<file path="src/hw/bcc_pkg.sv">
// Purpose: constants, types and the timing function of the bus cycle
//          controller that paces core bus accesses to on-chip memories
// Assumes: one clock, synchronous active-high reset, 16-bit address space
// Notes:   register offsets are byte addresses on the register bus
// Operation
// - normal read two clocks, fast read one
// - reset leaves fast read disabled
// - late write two clocks, early write three
// - wait cycles follow the address cycle directly
// - hold cycles extend the end, data driven
// - write mode register at f900, resets 07
// - bit 0 picks late or early write
// - zone 0 timing register at f904, resets 069f
// - zone 0 wait field 0..7, unused in fast
// - zone 0 hold field 0..3, unused in fast
// - fast read enable bit selects one-clock reads
// - fast flash read has no wait, no hold
// - normal flash read waits wait+1, holds hold
// - flash write in fast mode waits one
// - flash write waits wait+1 or wait+2, holds
// - ram accesses have no waits, no holds
// - data eeprom zero or one wait, no hold
// - eeprom select one means no wait
// - core and peripheral space uses one wait
// - port block timing from port timing config
// - port waits one plus wait, writes add mode

package bcc_pkg;

    // register byte offsets
    localparam logic [15:0] BCC_WMODE_OFS = 16'hf900;
    localparam logic [15:0] BCC_ZONE0_OFS = 16'hf904;
    localparam logic [15:0] BCC_AUX_OFS = 16'hf908;
    localparam logic [15:0] BCC_STAT_OFS = 16'hf90c;

    // values after reset
    localparam logic [7:0] BCC_WMODE_RST = 8'h07;
    localparam logic [15:0] BCC_ZONE0_RST = 16'h069f;
    localparam logic [15:0] BCC_AUX_RST = 16'h001f;

    // writable bits; reserved bits stay zero
    localparam logic [7:0] BCC_WMODE_MASK = 8'h07;
    localparam logic [15:0] BCC_ZONE0_MASK = 16'h0eff;
    localparam logic [15:0] BCC_AUX_MASK = 16'h011f;

    // field positions
    localparam int BCC_EWR_BIT = 0;
    localparam int BCC_Z0_WAIT_LSB = 0;
    localparam int BCC_Z0_HOLD_LSB = 3;
    localparam int BCC_FRE_BIT = 11;
    localparam int BCC_PT_WAIT_LSB = 0;
    localparam int BCC_PT_HOLD_LSB = 3;
    localparam int BCC_EE_SEL_BIT = 8;

    // address ranges
    localparam logic [15:0] BCC_FLASH_HI = 16'hbfff;
    localparam logic [15:0] BCC_RAM_LO = 16'hc000;
    localparam logic [15:0] BCC_RAM_HI = 16'hcbff;
    localparam logic [15:0] BCC_EE_LO = 16'hf000;
    localparam logic [15:0] BCC_EE_HI = 16'hf27f;
    localparam logic [15:0] BCC_PORT_LO = 16'hfb00;
    localparam logic [15:0] BCC_PORT_HI = 16'hfbff;

    // basic cycle lengths in clocks, stored as cycles after the first
    localparam logic [1:0] BCC_FAST_RD_REM = 2'h0;
    localparam logic [1:0] BCC_NORM_RD_REM = 2'h1;
    localparam logic [1:0] BCC_LATE_WR_REM = 2'h1;
    localparam logic [1:0] BCC_EARLY_WR_REM = 2'h2;

    // fixed wait counts of the simple regions
    localparam logic [3:0] BCC_ONE_WAIT = 4'h1;
    localparam logic [3:0] BCC_NO_WAIT = 4'h0;

    // bus cycle phases, one-hot
    typedef enum logic [4:0] {
        BCC_IDLE = 5'h01,
        BCC_ADDR = 5'h02,
        BCC_WAIT = 5'h04,
        BCC_DATA = 5'h08,
        BCC_HOLD = 5'h10
    } bcc_phase_e;

    // core bus request held by the cpu
    typedef struct packed {
        logic we;
        logic [15:0] addr;
        logic [15:0] wdata;
    } bcc_cpu_req_s;

    // strobes and lines toward the on-chip memories
    typedef struct packed {
        logic rd;
        logic wr;
        logic drive;
        logic [15:0] addr;
        logic [15:0] wdata;
    } bcc_mem_s;

    // per-access cycle plan
    typedef struct packed {
        logic [3:0] waits;
        logic [1:0] basic_rem;
        logic [1:0] holds;
    } bcc_timing_s;

    // works out waits, basic length and holds for one access
    function automatic bcc_timing_s bcc_timing(
        input logic [15:0] addr,
        input logic we,
        input logic [7:0] wmode,
        input logic [15:0] zone0,
        input logic [15:0] aux
    );
        bcc_timing_s t;
        logic fast_read_enable;
        logic early_write_select;
        logic [3:0] zw;
        logic [3:0] pw;
        fast_read_enable = zone0[BCC_FRE_BIT];
        early_write_select = wmode[BCC_EWR_BIT];
        zw = {1'b0, zone0[BCC_Z0_WAIT_LSB +: 3]};
        pw = {1'b0, aux[BCC_PT_WAIT_LSB +: 3]};
        // core registers, peripherals and unlisted space
        t.waits = BCC_ONE_WAIT;
        t.holds = 2'h0;
        // basic length from direction and write mode
        t.basic_rem = we ? (early_write_select ? BCC_EARLY_WR_REM : BCC_LATE_WR_REM)
                         : BCC_NORM_RD_REM;
        if (addr <= BCC_FLASH_HI)
        begin
            if (!we && fast_read_enable)
            begin
                t.basic_rem = BCC_FAST_RD_REM;
                t.waits = BCC_NO_WAIT;
            end
            else if (!we)
            begin
                t.waits = zw + 4'h1;
                t.holds = zone0[BCC_Z0_HOLD_LSB +: 2];
            end
            else if (fast_read_enable)
            begin
                t.waits = BCC_ONE_WAIT;
            end
            else
            begin
                t.waits = zw + 4'h1 + {3'h0, early_write_select};
                t.holds = zone0[BCC_Z0_HOLD_LSB +: 2];
            end
        end
        else if (addr >= BCC_RAM_LO && addr <= BCC_RAM_HI)
        begin
            t.waits = BCC_NO_WAIT;
        end
        else if (addr >= BCC_EE_LO && addr <= BCC_EE_HI)
        begin
            // select bit set means the memory is fast enough
            t.waits = aux[BCC_EE_SEL_BIT] ? BCC_NO_WAIT
                                          : BCC_ONE_WAIT;
        end
        else if (addr >= BCC_PORT_LO && addr <= BCC_PORT_HI)
        begin
            t.waits = we ? pw + 4'h1 + {3'h0, early_write_select}
                         : pw + 4'h1;
            t.holds = aux[BCC_PT_HOLD_LSB +: 2];
        end
        return t;
    endfunction

endpackage

</file>
<file path="src/hw/bcc_bus_cycle_controller.sv">
// Purpose: paces each core bus access: address cycle, wait cycles, rest
//          of the basic cycle, then hold cycles; holds timing registers
// Assumes: cpu request comes from logic on the same clock and is held
//          until acknowledged; registers reached over avalon-mm
// Notes:   one access at a time; ack is a registered one-cycle pulse
//
// The Avalon-MM interface to the registers is this design's own decision.
`timescale 1ns/1ps

module bcc_bus_cycle_controller
(
    // clock and reset
    input wire logic clk_sys_in,
    input wire logic srst_in,
    // core bus request and answer
    input wire logic cpu_req_in,
    input wire bcc_pkg::bcc_cpu_req_s cpu_cmd_in,
    output logic cpu_ack_out,
    output logic [15:0] cpu_rdata_out,
    // on-chip memory side
    output bcc_pkg::bcc_mem_s mem_out,
    input wire logic [15:0] mem_rdata_in,
    // register bus
    input wire logic [15:0] avs_address_in,
    input wire logic avs_read_in,
    input wire logic avs_write_in,
    input wire logic [31:0] avs_writedata_in,
    input wire logic [3:0] avs_byteenable_in,
    output logic [31:0] avs_readdata_out,
    output logic avs_waitrequest_out
);

    // whole module state in one record
    typedef struct packed {
        bcc_pkg::bcc_phase_e phase;
        bcc_pkg::bcc_cpu_req_s cmd;
        logic [3:0] wait_cnt;
        logic [1:0] basic_cnt;
        logic [1:0] hold_cnt;
        logic [15:0] rdata;
        logic ack;
        logic [7:0] wmode;
        logic [15:0] zone0;
        logic [15:0] aux;
        logic av_done;
        logic [31:0] av_rdata;
    } bcc_state_s;

    bcc_state_s cur_ff; // registered state
    bcc_state_s nxt_cur; // next state
    bcc_pkg::bcc_timing_s plan; // timing of the request being taken
    logic av_req; // register bus request present
    logic end_basic; // last clock of the basic cycle
    logic [31:0] rd_mux; // register read value

    // register bus request; a write only lands on the answering edge
    assign av_req = avs_read_in | avs_write_in;

    // every access answers in its second clock
    assign avs_waitrequest_out = av_req & ~cur_ff.av_done;
    assign avs_readdata_out = cur_ff.av_rdata;

    // answer to the cpu comes from flops so the data is stable with it
    assign cpu_ack_out = cur_ff.ack;
    assign cpu_rdata_out = cur_ff.rdata;

    // memory strobes are decoded from the phase, lines from flops
    always_comb
    begin
        mem_out.addr = cur_ff.cmd.addr;
        mem_out.wdata = cur_ff.cmd.wdata;
        // strobes stay up through holds so data stays on the bus
        mem_out.rd = (cur_ff.phase != bcc_pkg::BCC_IDLE) & ~cur_ff.cmd.we;
        mem_out.wr = (cur_ff.phase != bcc_pkg::BCC_IDLE) & cur_ff.cmd.we;
        mem_out.drive = mem_out.wr;
    end

    // timing plan for the request now on the bus
    assign plan = bcc_pkg::bcc_timing(cpu_cmd_in.addr, cpu_cmd_in.we,
        cur_ff.wmode, cur_ff.zone0, cur_ff.aux);

    // last basic clock: address cycle or last wait with nothing after, or last data
    always_comb
    begin
        end_basic = 1'b0;
        case (cur_ff.phase)
            bcc_pkg::BCC_ADDR:
                end_basic = (cur_ff.wait_cnt == 4'h0)
                    & (cur_ff.basic_cnt == 2'h0);
            bcc_pkg::BCC_WAIT:
                end_basic = (cur_ff.wait_cnt == 4'h1)
                    & (cur_ff.basic_cnt == 2'h0);
            bcc_pkg::BCC_DATA:
                end_basic = (cur_ff.basic_cnt == 2'h1);
            default:
                end_basic = 1'b0;
        endcase
    end

    // register read decode; unmapped offsets read zero
    always_comb
    begin
        rd_mux = 32'h0000_0000;
        case (avs_address_in)
            bcc_pkg::BCC_WMODE_OFS:
                rd_mux = {24'h00_0000, cur_ff.wmode};
            bcc_pkg::BCC_ZONE0_OFS:
                rd_mux = {16'h0000, cur_ff.zone0};
            bcc_pkg::BCC_AUX_OFS:
                rd_mux = {16'h0000, cur_ff.aux};
            bcc_pkg::BCC_STAT_OFS:
                // live phase and remaining waits for software to watch
                rd_mux = {20'h0_0000, cur_ff.wait_cnt, 2'h0,
                    cur_ff.phase, (cur_ff.phase != bcc_pkg::BCC_IDLE)};
            default:
                rd_mux = 32'h0000_0000;
        endcase
    end

    // next state of the bus cycle and the register file
    always_comb
    begin
        nxt_cur = cur_ff;
        nxt_cur.ack = 1'b0;

        // bus cycle sequencing
        case (cur_ff.phase)
            bcc_pkg::BCC_IDLE:
            begin
                // the ack cycle still sees the old request, so skip it
                if (cpu_req_in && !cur_ff.ack)
                begin
                    nxt_cur.cmd = cpu_cmd_in;
                    nxt_cur.wait_cnt = plan.waits;
                    nxt_cur.basic_cnt = plan.basic_rem;
                    nxt_cur.hold_cnt = plan.holds;
                    nxt_cur.phase = bcc_pkg::BCC_ADDR;
                end
            end
            bcc_pkg::BCC_ADDR:
            begin
                // waits come straight after the address cycle
                if (cur_ff.wait_cnt != 4'h0)
                begin
                    nxt_cur.phase = bcc_pkg::BCC_WAIT;
                end
                else if (cur_ff.basic_cnt != 2'h0)
                begin
                    nxt_cur.phase = bcc_pkg::BCC_DATA;
                end
            end
            bcc_pkg::BCC_WAIT:
            begin
                nxt_cur.wait_cnt = cur_ff.wait_cnt - 4'h1;
                if (cur_ff.wait_cnt == 4'h1 && cur_ff.basic_cnt != 2'h0)
                begin
                    nxt_cur.phase = bcc_pkg::BCC_DATA;
                end
            end
            bcc_pkg::BCC_DATA:
            begin
                // remaining clocks of the basic read or write cycle
                nxt_cur.basic_cnt = cur_ff.basic_cnt - 2'h1;
            end
            bcc_pkg::BCC_HOLD:
            begin
                // holds go on the end, strobes and data still driven
                nxt_cur.hold_cnt = cur_ff.hold_cnt - 2'h1;
                if (cur_ff.hold_cnt == 2'h1)
                begin
                    nxt_cur.phase = bcc_pkg::BCC_IDLE;
                    nxt_cur.ack = 1'b1;
                end
            end
            default:
            begin
                // illegal code: drop back to a safe idle
                nxt_cur.phase = bcc_pkg::BCC_IDLE;
            end
        endcase

        // close of the basic cycle: take read data, then hold or finish
        if (end_basic)
        begin
            nxt_cur.rdata = cur_ff.cmd.we ? cur_ff.rdata : mem_rdata_in;
            if (cur_ff.hold_cnt != 2'h0)
            begin
                nxt_cur.phase = bcc_pkg::BCC_HOLD;
            end
            else
            begin
                nxt_cur.phase = bcc_pkg::BCC_IDLE;
                nxt_cur.ack = 1'b1;
            end
        end

        // register bus: read data sampled in the first clock
        nxt_cur.av_done = av_req & ~cur_ff.av_done;
        nxt_cur.av_rdata = rd_mux;

        // writes take effect on the edge that sees waitrequest low
        if (avs_write_in && cur_ff.av_done)
        begin
            case (avs_address_in)
                bcc_pkg::BCC_WMODE_OFS:
                begin
                    if (avs_byteenable_in[0])
                    begin
                        nxt_cur.wmode = avs_writedata_in[7:0]
                            & bcc_pkg::BCC_WMODE_MASK;
                    end
                end
                bcc_pkg::BCC_ZONE0_OFS:
                begin
                    // two byte lanes of a word-wide register
                    if (avs_byteenable_in[0])
                    begin
                        nxt_cur.zone0[7:0] = avs_writedata_in[7:0]
                            & bcc_pkg::BCC_ZONE0_MASK[7:0];
                    end
                    if (avs_byteenable_in[1])
                    begin
                        nxt_cur.zone0[15:8] = avs_writedata_in[15:8]
                            & bcc_pkg::BCC_ZONE0_MASK[15:8];
                    end
                end
                bcc_pkg::BCC_AUX_OFS:
                begin
                    if (avs_byteenable_in[0])
                    begin
                        nxt_cur.aux[7:0] = avs_writedata_in[7:0]
                            & bcc_pkg::BCC_AUX_MASK[7:0];
                    end
                    if (avs_byteenable_in[1])
                    begin
                        nxt_cur.aux[15:8] = avs_writedata_in[15:8]
                            & bcc_pkg::BCC_AUX_MASK[15:8];
                    end
                end
                default:
                begin
                    // status and unmapped offsets ignore writes
                    nxt_cur.aux = cur_ff.aux;
                end
            endcase
        end
    end

    // state register; reset values select normal reads and early writes
    always_ff @(posedge clk_sys_in)
    begin
        if (srst_in)
        begin
            cur_ff.phase <= bcc_pkg::BCC_IDLE;
            cur_ff.cmd <= '0;
            cur_ff.wait_cnt <= 4'h0;
            cur_ff.basic_cnt <= 2'h0;
            cur_ff.hold_cnt <= 2'h0;
            cur_ff.rdata <= 16'h0000;
            cur_ff.ack <= 1'b0;
            cur_ff.wmode <= bcc_pkg::BCC_WMODE_RST;
            cur_ff.zone0 <= bcc_pkg::BCC_ZONE0_RST;
            cur_ff.aux <= bcc_pkg::BCC_AUX_RST;
            cur_ff.av_done <= 1'b0;
            cur_ff.av_rdata <= 32'h0000_0000;
        end
        else
        begin
            cur_ff <= nxt_cur;
        end
    end

endmodule

</file>
<file path="config.mk">
export PLATFORM = sky130hd
export DESIGN_NAME = bcc_bus_cycle_controller
export DESIGN_NICKNAME = d
export VERILOG_FILES = /design/src/hw/bcc_pkg.sv /design/src/hw/bcc_bus_cycle_controller.sv
export SDC_FILE = /design/constraint.sdc
export NUM_CORES = 1
export LEC_CHECK = 0
export ABC_AREA = 1
export BUFFER_PORTS_ARGS = -buffer_cell sky130_fd_sc_hd__buf_2
export CAP_MARGIN = 10
export CORE_AREA = 2 2 112 114
export CTS_CLUSTER_DIAMETER = 100
export DETAILED_ROUTE_END_ITERATION = 16
export DIE_AREA = 0 0 114 116
export GPL_TIMING_DRIVEN = 1
export HOLD_SLACK_MARGIN = 0.08
export PLACE_DENSITY = 0.75
export SYNTH_ARGS = -nofsm -noshare
export SYNTH_HDL_FRONTEND = slang
export SYNTH_SLANG_ARGS = --single-unit
export TNS_END_PERCENT = 50
</file>
<file path="constraint.sdc">
create_clock -name clk_sys_in -period 1.4 [get_ports clk_sys_in]
set_input_delay 0.07 -clock clk_sys_in [delete_from_list [all_inputs] [get_ports clk_sys_in]]
set_output_delay 0.07 -clock clk_sys_in [all_outputs]
set_load 0.005 [all_outputs]
</file>
==> results by group <==
STA
  – Final hold slack: 0.179 ns
  – RSZ-0062 raised after global routing: yes
  – Final hold viol count: 0
  – Final Cycle Share: 115%
  – Fin crit period: 1.61 ns
  – Final count of pins violating max slew: 0
  – Fin worst setup slack: -0.206 ns
  – Setup_tns: -4.24 ns
  – Final setup fails: 59
  – Clk_skew: 0.00567 ns
  – Fmax: 623 MHz

Worst setup path
  – Crit path cell chain: buf_4 > ha_1 > nand2_1 > nand2_2 > nand3_4 > buf_8 > nand2_4 > a21oi_1 > nor2_1
  – Reg-to-reg startpoint: cur_ff[94]
  – R2R cell count: 9
  – CP bufs+invs: 2
  – Critical path class: reg -> reg
  – Delay of the slowest cell on the worst path: 0.33 ns
  – Reg-to-reg endpoint: cpu_rdata_out[5]
  – CP required: 1.64 ns
  – R2R setup slack: -0.21 ns
  – CP arrival: 1.85 ns
  – CP max FO: 8
  – CP startpoint kind: flip-flop
  – Delay-heaviest family, CP: simple AND/OR/NAND/NOR gates
  – CP max-delay cell: dfxtp_2
  – Worst setup EP type: flip-flop

Global route
  – First-pass GRT wire length: 24100 um
  – GR Overflow Total: 0
  – All-layer global routing usage: 22.9%
  – Largest net degree at the start of global routing: 48
  – Antenna violations before repair: 0
  – Vias in the first global route: 5203

Route
  – Vias/cell: 5.03
  – Via count: 5510
  – DR pass1 iterations: 7
  – Post-route ant nets: 0
  – Iter 0 DRT Violations: 414
  – Routed Wire Length: 16000 um
  – Remaining DRCs: 0
  – WL per Instance: 14.6 um

Hold path
  – Worst Hold End: avs_readdata_out[7]
  – Hold Crit Start: avs_address_in[3]
  – Hold crit path type: in -> reg
  – Worst Hold Path Cells: 5

Die
  – Die width: 114 um
  – Height of the chip: 116 um
  – Core Rows: 40
  – Core Area: 11900 sq um
  – I/O pins: 191
  – Initial Utilization: 44.2%
  – Die ar.: 13200 sq um

Logic synthesis
  – Yosys warns: 0
  – Register bit count reported by yosys: 96
  – Netlist Area Pre-Place: 5260 sq um
  – Sequential-to-total area share from yosys stat: 36.5%
  – Post-Syn Area per Cell: 7.07 sq um
  – Syn Inst Count: 744
  – Distinct cell type count after synthesis: 35

Finish
  – Fillers: 946
  – Ant. Diodes: 0
  – Share of layout cells above drive strength 1: 34.5%
  – Layout area overhead: 40.8%
  – Nets: 1062

Clock tree
  – Root Buffer: clkbuf_16
  – Clock sinks: 96
  – Clock transition at the registers of the reported paths: 0.07 ns
  – Max clock buf depth: 2
  – CTS tree: built
  – Max H-tree Level: 3
  – Clk Latency, worst-skew pair: 0.35 ns
  – Inserted Clock Buffers: 9

Placed design
  – Routability cong.: 0.868
  – PortBufs: 148
  – Detailed Place HPWL: 9350 um

Run
  – Max-cap violations: 0

Status
  – Failing checks: negative setup slack
  – Status: finished, violations left

Pwr
  – Pwr/cell area: 1070 nW/um^2
  – Pleak: 3.74 nW
  – Peak VDD IR: 0.00104 V
## report_power, final
part / switching (W) / internal, W / leakage [nW]
Combinational: 0.00122 / 0.00113 / 2.83
Clock: 0.00115 / 0.00122 / 0.125
Sequential: 0.000182 / 0.00300 / 0.785
Total: 0.00255 / 0.00535 / 3.74
## state kept, by name, indices dropped and copies added (netlist names)
| name | flops |
|---|---|
| cpu_ack_out | 1 |
| cpu_rdata_out | 16 |
| mem_out | 32 |
| cur_ff | 35 |
| avs_readdata_out | 12 |
## per-layer routing
layer	vias to the layer above	track usage, %	wire length, um
li1	2706	-	-
met1	2507	27.0	6450
met2	256	41.7	8120
met3	41	4.55	1050
met4	0	8.05	340
met5	-	0	0
## layout by cell type, fill, tap and decap left out, types with 4 or more instances in the layout
cell,instances
buf_12,7
buf_6,7
o21ai_2,5
conb_1,20
nor2_4,6
clkinvlp_4,4
dfxtp_2,6
o211ai_1,13
nand2_2,8
clkbuf_16,11
ha_1,7
nand3_1,57
o21ai_0,42
nor3_1,7
a21oi_1,34
o21ai_1,6
nor2_2,26
ha_4,5
nand2_1,99
nor2_1,98
nand4_1,13
dfxtp_1,86
dlygate4sd3_1,64
buf_4,40
buf_2,148
nand3_2,4
nand2_4,8
dfxtp_4,4
inv_1,67
inv_2,12
a21oi_2,9
## kinds of logic after synthesis
group	Yosys count	share of synthesized area, %
DFF	96	36.5
xor gates and xnor gates	1	0.166
adders and majority gates	13	3.09
AOI/OAI and AO/OA	113	11.6
other	1	0.0713
muxes	1	0.190
buffers and inverters	187	20.0
and+or+nand+nor	332	28.3
## tightest hold or removal path, cell delays in order
cell	delay, ns
buf_2	0.13
nor3_4	0.05
buf_4	0.14
nand2_1	0.06
nor2_1	0.04
## synthesized netlist by cell type
cell      number  area, sq um
o21a_1         1         7.51
nand2_1      105          394
nor3_1         7         35.0
a211oi_1       1         7.51
nand3_2        4         40.0
xor2_1         1         8.76
and3_1         2         12.5
nor3b_1        1         7.51
nand2_2        6         37.5
nand3b_1       1         7.51
a21oi_2        1         8.76
nor2_4         3         33.8
ha_1          13          163
buf_6          4         45.0
nor3_4         2         32.5
buf_2          6         30.0
o21ai_0       53          265
mux2i_1        1         10.0
a21oi_1       42          210
nand2_4        1         11.3
nor2_2         6         37.5
inv_1         73          274
nor2_1       121          454
a31oi_1        1         6.26
inv_2          8         30.0
o211ai_1      13         97.6
conb_1         1         3.75
dfxtp_1       96         1920
nor3_2         1         10.0
buf_4         84          631
nand4_1       13         81.3
o31ai_1        1         7.51
buf_1          3         11.3
clkbuf_1       9         33.8
nand3_1       59          295
## worst max-delay path by stage
| stage | from | endpoint | slack [ns] | cells past startpoint |
|---|---|---|---|---|
| floorplan | cur_ff[94] | cpu_rdata_out[5] | -0.008 | 11 |
| global placement | cur_ff[95] | cur_ff[135] | -0.14 | 10 |
| detailed placement | cur_ff[95] | cur_ff[135] | -0.16 | 10 |
| CTS | cur_ff[95] | cpu_rdata_out[1] | -0.07 | 10 |
| global route | cur_ff[94] | cpu_rdata_out[7] | -0.25 | 9 |
| finish | cur_ff[94] | cpu_rdata_out[5] | -0.21 | 9 |
## cell type report
class	instances	area [sq um]	share of cell area (%)
sequential	96	1940	26.2
clock inverter	7	56.3	0.760
clock buffer	9	225	3.04
inverter	81	309	4.17
tap	147	184	2.48
multi-input combinational	485	2700	36.4
timing repair buffer	270	1990	26.9
## stage by stage
stage	setup slack [ns]	area (sq um)	utilization [%]	power [W]	std cells
final	-0.206	7410	62.2	0.00790	1095
after global placement	-0.136	5960	50.0	0.00484	1001
after detailed placement	-0.161	5960	50.0	0.00487	1001
after floorplan	-0.00751	5340	-	0.00438	763
after global routing	-0.249	7410	62.2	0.00826	1095
after CTS	-0.0676	7110	59.7	0.00757	1086
## what timing repair did
item,in CTS,in global routing
hold buffers,64,0
pin swaps,14,23
endpoints found under the setup margin,57,65
setup buffers,2,4
gates resized for setup,45,59
endpoints found under the hold margin,71,0
cloned,3,5
(Power assumes the default switching activity.)
